<file path="src/ext_bus_cfg.svh">
`ifndef EXT_BUS_CFG_SVH
`define EXT_BUS_CFG_SVH

// Clock rate in kHz
`define CLK_KHZ 20000
// Least reset low time in system clock cycles
`define RESET_MIN_CYCLES 3
// Address and data widths
`define ADDR_W 24
`define DATA_W 8
// Interrupt source count and vector width
`define IRQ_W 8
`define VEC_W 3

`endif

</file>
<file path="src/ext_bus_pkg.sv">
`include "ext_bus_cfg.svh"

package ext_bus_pkg;

    // Kind of access the core asks for
    typedef enum logic [3:0] {
        ACC_MEM_RD   = 4'h1,
        ACC_MEM_WR   = 4'h2,
        ACC_IO_RD    = 4'h4,
        ACC_IO_WR    = 4'h8
    } access_e;

    // Bus cycle sequencer states
    typedef enum logic [4:0] {
        ST_IDLE    = 5'h01,
        ST_ADDR    = 5'h02,
        ST_STROBE  = 5'h04,
        ST_FLOAT   = 5'h08,
        ST_GRANTED = 5'h10
    } bus_state_e;

    // Request from the core
    typedef struct packed {
        logic                  valid;
        access_e               kind;
        logic                  fetch;
        logic [`ADDR_W-1:0]    addr;
        logic [`DATA_W-1:0]    wdata;
    } core_req_s;

    // Drive set of the pins
    typedef struct packed {
        logic [`ADDR_W-1:0]    addr;
        logic                  addr_oe;
        logic [`DATA_W-1:0]    data;
        logic                  data_oe;
        logic                  ioreq_n;
        logic                  memreq_n;
        logic                  req_oe;
        logic                  rd_n;
        logic                  wr_n;
        logic                  strobe_oe;
        logic                  fetch_n;
        logic                  grant_n;
    } pin_drive_s;

    // Whole state of the block
    typedef struct packed {
        bus_state_e            state;
        pin_drive_s            pins;
        logic [`DATA_W-1:0]    rdata;
        logic                  done;
        logic                  busy;
        logic [1:0]            wait_sync;
        logic [1:0]            bus_release_request_n_sync;
        logic [1:0]            nmi_sync;
        logic                  nmi_prev;
        logic                  nmi_pend;
        logic                  take;
        logic                  take_nmi;
        logic [`VEC_W-1:0]     vector;
    } bus_regs_s;

endpackage

</file>
<file path="src/cpu_external_bus_interface.sv">
`include "ext_bus_cfg.svh"

module cpu_external_bus_interface
    import ext_bus_pkg::*;
(
    input  wire logic                 clk_in,
    input  wire logic                 reset_n_in,
    // Core side
    input  wire core_req_s            core_req_in,
    // Interrupt service, decided on the instruction end strobe
    input  wire logic                 instr_end_in,
    input  wire logic                 irq_enable_in,
    input  wire logic [`IRQ_W-1:0]    irq_lines_in,
    output logic                      core_busy_out,
    output logic                      core_done_out,
    output logic [`DATA_W-1:0]        core_rdata_out,
    output logic                      int_take_out,
    output logic                      int_nmi_out,
    output logic [`VEC_W-1:0]         int_vector_out,
    // Pin side
    input  wire logic [`DATA_W-1:0]   data_pin_in,
    input  wire logic                 wait_n_in,
    input  wire logic                 bus_release_request_n_in,
    input  wire logic                 nmi_n_in,
    // Pin drives, each group but fetch flag and grant with its output enable
    output logic [`ADDR_W-1:0]        addr_out,
    output logic                      addr_oe_out,
    output logic [`DATA_W-1:0]        data_out,
    output logic                      data_oe_out,
    output logic                      io_space_request_n_out,
    output logic                      memory_space_request_n_out,
    output logic                      space_request_oe_out,
    output logic                      read_n_out,
    output logic                      write_n_out,
    output logic                      strobe_oe_out,
    output logic                      instruction_fetch_flag_n_out,
    output logic                      bus_release_grant_n_out
);

    // Reset is sampled asynchronously; its minimum width and the
    // stable clock are the reset source's job

    // Access timing, counted from the edge that takes the request:
    //   edge 1  address, space request and any write data go out
    //   edge 2  read or write strobe falls, fetch flag with a fetch
    //   edge 3  strobe, request and write data end, done pulses
    // A slow part holds the access in edge 3 for as long as its wait
    // line is seen low. Wait passes two flip-flops, so the level seen
    // at edge 3 is the one the pin had at edge 1: a part that cannot
    // pull wait low that early cannot stretch the access at all. This
    // costs latency but keeps a pin edge off the sequencer's inputs.
    // Write data is driven only while an own write is in flight; at
    // all other times the data enable stays low so parts can answer.
    // Release timing, counted from the edge that sees the request:
    //   edge 1  float state entered, busy rises
    //   edge 2  address, request and strobe enables drop
    //   edge 3  grant falls
    // A release never cuts an access; it waits for the idle state,
    // and it wins over a core request arriving in the same cycle.
    // Interrupts are only decided on the instruction end strobe; the
    // nonmaskable line is latched on its falling edge so a short low
    // pulse is not lost while an instruction runs.

    // One packed struct holds every flip-flop of the block
    bus_regs_s q;                       // Registered state
    bus_regs_s d;                       // Next state

    // Pins in their idle, bus-owning shape
    // The address is kept, so the lines do not toggle between
    // accesses and draw no needless switching current
    function automatic pin_drive_s idle_pins(input logic [`ADDR_W-1:0] a);
        pin_drive_s p;
        p           = '0;
        // Strobes and requests high, enables but data on, no grant
        p.addr      = a;
        p.addr_oe   = 1'b1;
        p.ioreq_n   = 1'b1;
        p.memreq_n  = 1'b1;
        p.req_oe    = 1'b1;
        p.rd_n      = 1'b1;
        p.wr_n      = 1'b1;
        p.strobe_oe = 1'b1;
        p.fetch_n   = 1'b1;
        p.grant_n   = 1'b1;
        return p;
    endfunction

    // Lowest numbered pending maskable source
    // Fixed priority keeps the decode small; a line that stays high
    // starves every higher numbered one until it is served
    function automatic logic [`VEC_W-1:0] pick(input logic [`IRQ_W-1:0] r);
        logic [`VEC_W-1:0] v;
        v = '0;
        for (int i = `IRQ_W - 1; i >= 0; i--) begin
            // Scan down so the lowest index is written last
            if (r[i]) begin
                v = i[`VEC_W-1:0];
            end
        end
        return v;
    endfunction

    // Synchronised pin levels, read only from the second stage
    // Stages start high, the idle level of these lines, so reset
    // leaves no false wait, request or falling edge behind
    logic wait_low;                     // Wait held by a slow part
    logic bus_release_request_n_low;                   // External master asks for bus
    logic nmi_low;                      // Nonmaskable line active
    assign wait_low   = ~q.wait_sync[1];
    assign bus_release_request_n_low = ~q.bus_release_request_n_sync[1];
    assign nmi_low    = ~q.nmi_sync[1];

    // Next-state logic
    // Every field starts from its held value; only the one-cycle
    // pulses fall back to zero on their own
    always_comb begin
        d = q;
        d.done     = 1'b0;
        d.take     = 1'b0;
        d.take_nmi = 1'b0;

        // Two flip-flops ahead of any use of the wait, release request and nonmaskable pins
        d.wait_sync   = {q.wait_sync[0], wait_n_in};
        d.bus_release_request_n_sync = {q.bus_release_request_n_sync[0], bus_release_request_n_in};
        d.nmi_sync    = {q.nmi_sync[0], nmi_n_in};
        d.nmi_prev    = nmi_low;

        // Falling edge latches the nonmaskable request
        // A line held low counts once; it must rise before it counts again
        if (nmi_low && !q.nmi_prev) begin
            d.nmi_pend = 1'b1;
        end

        // Service decision at the end of an instruction
        // The nonmaskable request is checked first, so it outranks any
        // enabled maskable line pending at the same instruction end
        if (instr_end_in) begin
            if (q.nmi_pend) begin
                // Ignores the enable and outranks the rest
                d.take     = 1'b1;
                d.take_nmi = 1'b1;
                d.nmi_pend = nmi_low && !q.nmi_prev;
            end else if (irq_enable_in && |irq_lines_in) begin
                d.take   = 1'b1;
                d.vector = pick(irq_lines_in);
            end
        end

        // Bus cycle sequencer; a stray one-hot code falls to the
        // default arm and parks the bus idle
        unique case (q.state)
            // Bus owned, no access in flight
            ST_IDLE: begin
                d.pins = idle_pins(q.pins.addr);
                if (bus_release_request_n_low) begin
                    // Release only between accesses
                    // A core request in this cycle is dropped; the
                    // core must keep valid high until busy rises
                    d.state = ST_FLOAT;
                    d.busy  = 1'b1;
                end else if (core_req_in.valid) begin
                    // Address, qualifiers and write data leave together
                    d.busy       = 1'b1;
                    d.state      = ST_ADDR;
                    d.pins.addr  = core_req_in.addr;
                    d.pins.data  = core_req_in.wdata;
                    // Space qualifiers
                    d.pins.ioreq_n = !(core_req_in.kind inside
                                       {ACC_IO_RD, ACC_IO_WR});
                    d.pins.memreq_n = !(core_req_in.kind inside
                                        {ACC_MEM_RD, ACC_MEM_WR});
                    // Write data goes out only on own writes
                    d.pins.data_oe = core_req_in.kind inside
                                     {ACC_MEM_WR, ACC_IO_WR};
                end
            end

            // Address settled, strobe about to fall
            ST_ADDR: begin
                // Strobe after address has settled a cycle
                d.state = ST_STROBE;
                d.pins.rd_n = !(q.pins.data_oe == 1'b0);
                d.pins.wr_n = !q.pins.data_oe;
                // Fetch flag only on memory reads marked as fetches
                d.pins.fetch_n = !(core_req_in.fetch
                                   && !q.pins.memreq_n
                                   && !q.pins.data_oe);
            end

            // Strobe low, waiting out the slow part
            ST_STROBE: begin
                // Stretch while the slow part holds wait
                if (!wait_low) begin
                    // Read data comes straight off the pins: the bus
                    // runs on this clock, so the part holds it stable here
                    d.rdata = data_pin_in;
                    d.done  = 1'b1;
                    d.busy  = 1'b0;
                    d.state = ST_IDLE;
                    d.pins  = idle_pins(q.pins.addr);
                end
            end

            // Own drives let go, grant still high
            ST_FLOAT: begin
                // Tri-state address, requests, strobes and data before the grant
                d.pins         = idle_pins(q.pins.addr);
                d.pins.addr_oe   = 1'b0;
                d.pins.req_oe    = 1'b0;
                d.pins.strobe_oe = 1'b0;
                d.state        = ST_GRANTED;
            end

            // Outside master owns the bus
            ST_GRANTED: begin
                // Grant follows the float by one cycle
                d.pins.grant_n = !bus_release_request_n_low;
                if (!bus_release_request_n_low) begin
                    // Take the bus back
                    // Drive and grant return on one edge; the master
                    // must let go of the lines before it drops its request
                    d.pins  = idle_pins(q.pins.addr);
                    d.state = ST_IDLE;
                    d.busy  = 1'b0;
                end else begin
                    // Hold the grant while the request stays low
                    d.pins.grant_n = 1'b0;
                end
            end

            // Illegal code: back to idle with the pins at rest
            default: begin
                d.state = ST_IDLE;
                d.pins  = idle_pins(q.pins.addr);
            end
        endcase
    end

    // State register. Reset puts the pins in their idle, bus-owning
    // shape: strobes and requests high, all enables but data on, no grant and
    // no write data; the synchronisers start at the idle high level
    // of their pins so no false edge or wait follows reset
    always_ff @(posedge clk_in or negedge reset_n_in) begin
        if (!reset_n_in) begin
            q             <= '0;
            q.state       <= ST_IDLE;
            // Pins at rest: strobes and requests high, enables but data on
            q.pins.addr_oe   <= 1'b1;
            q.pins.ioreq_n   <= 1'b1;
            q.pins.memreq_n  <= 1'b1;
            q.pins.req_oe    <= 1'b1;
            q.pins.rd_n      <= 1'b1;
            q.pins.wr_n      <= 1'b1;
            q.pins.strobe_oe <= 1'b1;
            q.pins.fetch_n   <= 1'b1;
            q.pins.grant_n   <= 1'b1;
            q.wait_sync   <= 2'h3;
            q.bus_release_request_n_sync <= 2'h3;
            q.nmi_sync    <= 2'h3;
            q.nmi_prev    <= 1'b0;
        end else begin
            // Whole state advances together on the clock
            q <= d;
        end
    end

    // Outputs straight from the state register
    // No logic sits between a flip-flop and a pin, so every output
    // settles right after the clock edge
    // Core side results
    assign core_busy_out                = q.busy;
    assign core_done_out                = q.done;
    assign core_rdata_out               = q.rdata;
    assign int_take_out                 = q.take;
    assign int_nmi_out                  = q.take_nmi;
    assign int_vector_out               = q.vector;
    // Pin drives; an enable is high while this block drives the pin
    assign addr_out                     = q.pins.addr;
    assign addr_oe_out                  = q.pins.addr_oe;
    assign data_out                     = q.pins.data;
    assign data_oe_out                  = q.pins.data_oe;
    assign io_space_request_n_out       = q.pins.ioreq_n;
    assign memory_space_request_n_out   = q.pins.memreq_n;
    assign space_request_oe_out         = q.pins.req_oe;
    assign read_n_out                   = q.pins.rd_n;
    assign write_n_out                  = q.pins.wr_n;
    assign strobe_oe_out                = q.pins.strobe_oe;
    assign instruction_fetch_flag_n_out = q.pins.fetch_n;
    assign bus_release_grant_n_out      = q.pins.grant_n;

endmodule

</file>
<file path="config.mk">
export PLATFORM = sky130hd
export DESIGN_NAME = cpu_external_bus_interface
export DESIGN_NICKNAME = d
export VERILOG_FILES = /design/src/ext_bus_pkg.sv /design/src/cpu_external_bus_interface.sv
export VERILOG_INCLUDE_DIRS = /design/src
export SDC_FILE = /design/constraint.sdc
export NUM_CORES = 1
export LEC_CHECK = 0
export BUFFER_PORTS_ARGS = -buffer_cell sky130_fd_sc_hd__buf_2
export CAP_MARGIN = 20
export CORE_MARGIN = 3
export CORE_UTILIZATION = 53
export DETAILED_ROUTE_END_ITERATION = 8
export MAX_ROUTING_LAYER = met4
export PLACE_DENSITY = 0.94
export SLEW_MARGIN = 15
export SYNTH_ARGS = -nofsm -noshare
export SYNTH_HDL_FRONTEND = slang
export SYNTH_SLANG_ARGS = --single-unit
</file>
<file path="constraint.sdc">
create_clock -name clk_in -period 3.6 [get_ports clk_in]
set_input_delay 0.72 -clock clk_in [delete_from_list [all_inputs] [get_ports clk_in]]
set_output_delay 0.72 -clock clk_in [all_outputs]
set_load 0.005 [all_outputs]
</file>
==> flow_summary.json <==
{
  "root_buffer": "clkbuf_8",
  "rsz0062_at_grt": "no",
  "fin_nets": 386,
  "hold_viol": 0,
  "setup_viol": 0,
  "finalNonFillerCells": 402,
  "max_freq_ghz": 0.497,
  "firstDrtPassIters": 4,
  "yosysTopAreaCellShare_pct": 42.1,
  "slowest_delay_ns": 0.57,
  "busiest_layer": "met2",
  "cts_hold_buf": 0,
  "cts_buffers": 9,
  "drtIter0Drc": 127,
  "drive_gt1_share_pct": 51.2,
  "wl_microns": 6030,
  "placed_area_sq_mm": 0.00349,
  "end_kind": "flip-flop",
  "syn-num-nets": 309,
  "synth_fa_ha_area_share_pct": 0,
  "yosysTopAreaCell": "dfrtp_1",
  "vdd.ir_drop.worst_mv": 0.476,
  "yosysUniqueCellTypes": 45,
  "synth_area_sq_mm": 0.00321,
  "grt_start_max_net_pins": 38,
  "maxCapViolCount": 0,
  "synthCells": 248,
  "grt_pass1_wl_microns": 9990,
  "cp_data_required_time_ns": 3.81,
  "clk-insertion-delay-late_ns": 0.33,
  "period_share_pct": 55.8,
  "cts_buffer_depth": 2,
  "vias": 2083,
  "p_seq_share_pct": 44.5,
  "fin_skew_ns": 0.00772,
  "port-buffer-count": 117,
  "groute.usage.overall_pct": 18.5,
  "syn_to_final_growth_pct": 15.4,
  "hp-class": "reg2reg",
  "syn_avg_cell_area_sq_um": 12.9,
  "grt_pass1_vias": 2142,
  "dp_cells": 386,
  "cts.repair.resized": 0,
  "status": "completed",
  "drtAntennaViolNets": 0,
  "h-tree-depth": 3,
  "n_antenna_cell": 0,
  "grt.met1_usage_pct": 21.6,
  "worstMarginPinSlew_ns": 0.771,
  "critical_path.max_fanout": 34,
  "p_leak_nw": 1.80,
  "p_switching_uw": 845,
  "n_fill_cell": 434,
  "antenna_found_initial": 0,
  "rows": 27,
  "clkPwrFrac_pct": 24.5,
  "yosys_warnings": 0,
  "slowest_stage": "dfrtp_1",
  "period_needed_ns": 2.01,
  "crit_chain": "nor3_4 -> nand3b_4 -> nor2_8 -> mux2_1",
  "path_buf_inv": 0,
  "gp_congestion": 0.886,
  "drv_slew": 0,
  "dp_hpwl_microns": 4510,
  "design.die.area_sq_mm": 0.00702,
  "fin_setup_tns_ns": 0,
  "crit_family": "simple AND/OR/NAND/NOR gates",
  "clk_pin_slew_worst_paths_ns": 0.07,
  "synth_xor_area_share_pct": 1.09,
  "ys_seq_area_share_pct": 54.4,
  "r2r_setup_slack_ns": 1.59,
  "avgRoutedWirePerCell_microns": 15.0,
  "grt_overflow_total": 0,
  "met2_usage_pct": 30.1,
  "setup.worst_path.class": "reg2reg",
  "power.density_mw_per_mm2": 741,
  "synthTopCellsByArea": "dfrtp_1 42%, dfstp_2 12%, buf_4 11%",
  "synth-simple-area-share_pct": 9.32,
  "tritoncts": "done",
  "muxShareOfSynthArea_pct": 13.3,
  "start_util_pct": 56.5,
  "post_cts_buffers": 0,
  "combPwrFrac_pct": 31.1,
  "io_pins": 118,
  "drcViolationCount": 0,
  "synth-seq-cells": 69,
  "fin_area_sq_mm": 0.00370,
  "p_int_mw": 1.90,
  "core_area_sq_mm": 0.00568,
  "fin_util_pct": 65.3,
  "swShare_pct": 30.8,
  "synth_top_family_by_area": "buffers and inverters",
  "die_w_microns": 83.8,
  "total_power_mw": 2.74,
  "relSlewSlack_pct": 48.6,
  "viasPerCell": 5.18,
  "cp-start-kind": "flip-flop",
  "cp.arrival_ns": 2.22,
  "met3_usage_pct": 4.84,
  "cts_sinks": 69,
  "die_y_microns": 83.8,
  "synth_compound_area_share_pct": 8.50
}
[cell usage after synthesis (all sizes together)]
cell type	n
a211oi	2
a21boi	1
a21oi	4
a221oi	1
a22o	9
a2bb2oi	2
and2	1
and3	1
buf	52
dfrtp	54
dfstp	15
inv	7
mux2	37
mux2i	1
nand2	7
nand2b	1
nand3b	3
nand4	1
nor2	14
nor2b	3
nor3	5
nor3b	3
nor4	2
nor4b	1
o21a	2
o21ai	5
o21bai	3
o22ai	1
o31a	2
o31ai	1
o32a	1
o32ai	1
or2	1
xnor2	4
[through the flow]
step           setup slack (ns)  hold slack [ns]
2_1_floorplan              2.00            0.345
3_3_place_gp               1.65            0.346
3_5_place_dp               1.57            0.347
4_1_cts                    1.57            0.352
5_1_grt                    1.43            0.361
6_report                   1.59            0.350
[worst paths after layout]
path,depth (start not counted),endpoint,from
setup / recovery,4,addr_out[6],q[67]
hold / removal,0,q[8],d[8]
setup reg to reg,4,addr_out[6],q[67]
hold reg to reg,0,q[8],d[8]
max in group asynchronous,2,q[65],reset_n_in
min in group asynchronous,1,data_oe_out,reset_n_in
[routing by layer]
metal	vias up	share of wire [%]
met5	-	0
met1	1006	40
met2	93	52
met4	0	1.9
met3	12	6.9
li1	972	-
[power groups by stage]
stage	sequential [mW]	combinational (mW)	clock, mW
floorplan	1.18	0.836	0
global placement	1.22	0.831	0
detailed placement	1.23	0.867	0
CTS	1.22	0.871	0.685
global route	1.26	0.934	0.731
finish	1.22	0.853	0.671
[layout make-up]
type / instances / area [sq um] / share of cell area [%]
repair buffers: 118 / 593 / 16.0
flip-flops and latches: 69 / 1750 / 47.1
multi-input cells: 120 / 1030 / 27.9
clock buffers: 10 / 128 / 3.45
well taps: 72 / 90.1 / 2.43
clock inverters: 6 / 87.6 / 2.36
inverters: 7 / 26.3 / 0.709
[registers in the layout, summed over array words and instances (netlist names)]
register,cells
core_done_out,1
strobe_oe_out,1
data_out,8
instruction_fetch_flag_n_out,1
addr_out,24
write_n_out,1
d,3
io_space_request_n_out,1
core_rdata_out,8
int_nmi_out,1
q,10
int_vector_out,3
int_take_out,1
memory_space_request_n_out,1
data_oe_out,1
core_busy_out,1
bus_release_grant_n_out,1
addr_oe_out,1
read_n_out,1
[worst register-to-register path: cells and delay by family (launching register included)]
kind	cells	cell delay (ns)
flip-flops	1	0.57
multiplexers	1	0.40
AND/OR/NAND/NOR	3	0.93
[cell families (layout without fill, tap and decap cells)]
kind of cell    Yosys count  after routing
compound gates           35             35
mux                      38             38
simple gates             43             43
buf+inv                  59            141
flops                    69             69
xor+xnor                  4              4
[cells in the final DEF (no fill, tap or decap), drive strengths merged, types with 4 or more instances in the layout]
master and instances:
a21oi 4, a22o 9, buf 118, clkbuf 10, clkinv 4, dfrtp 54
dfstp 15, inv 7, mux2 37, nand2 7, nor2 14, nor3 5
o21ai 5, xnor2 4
Power figures use the tool's default switching activity.
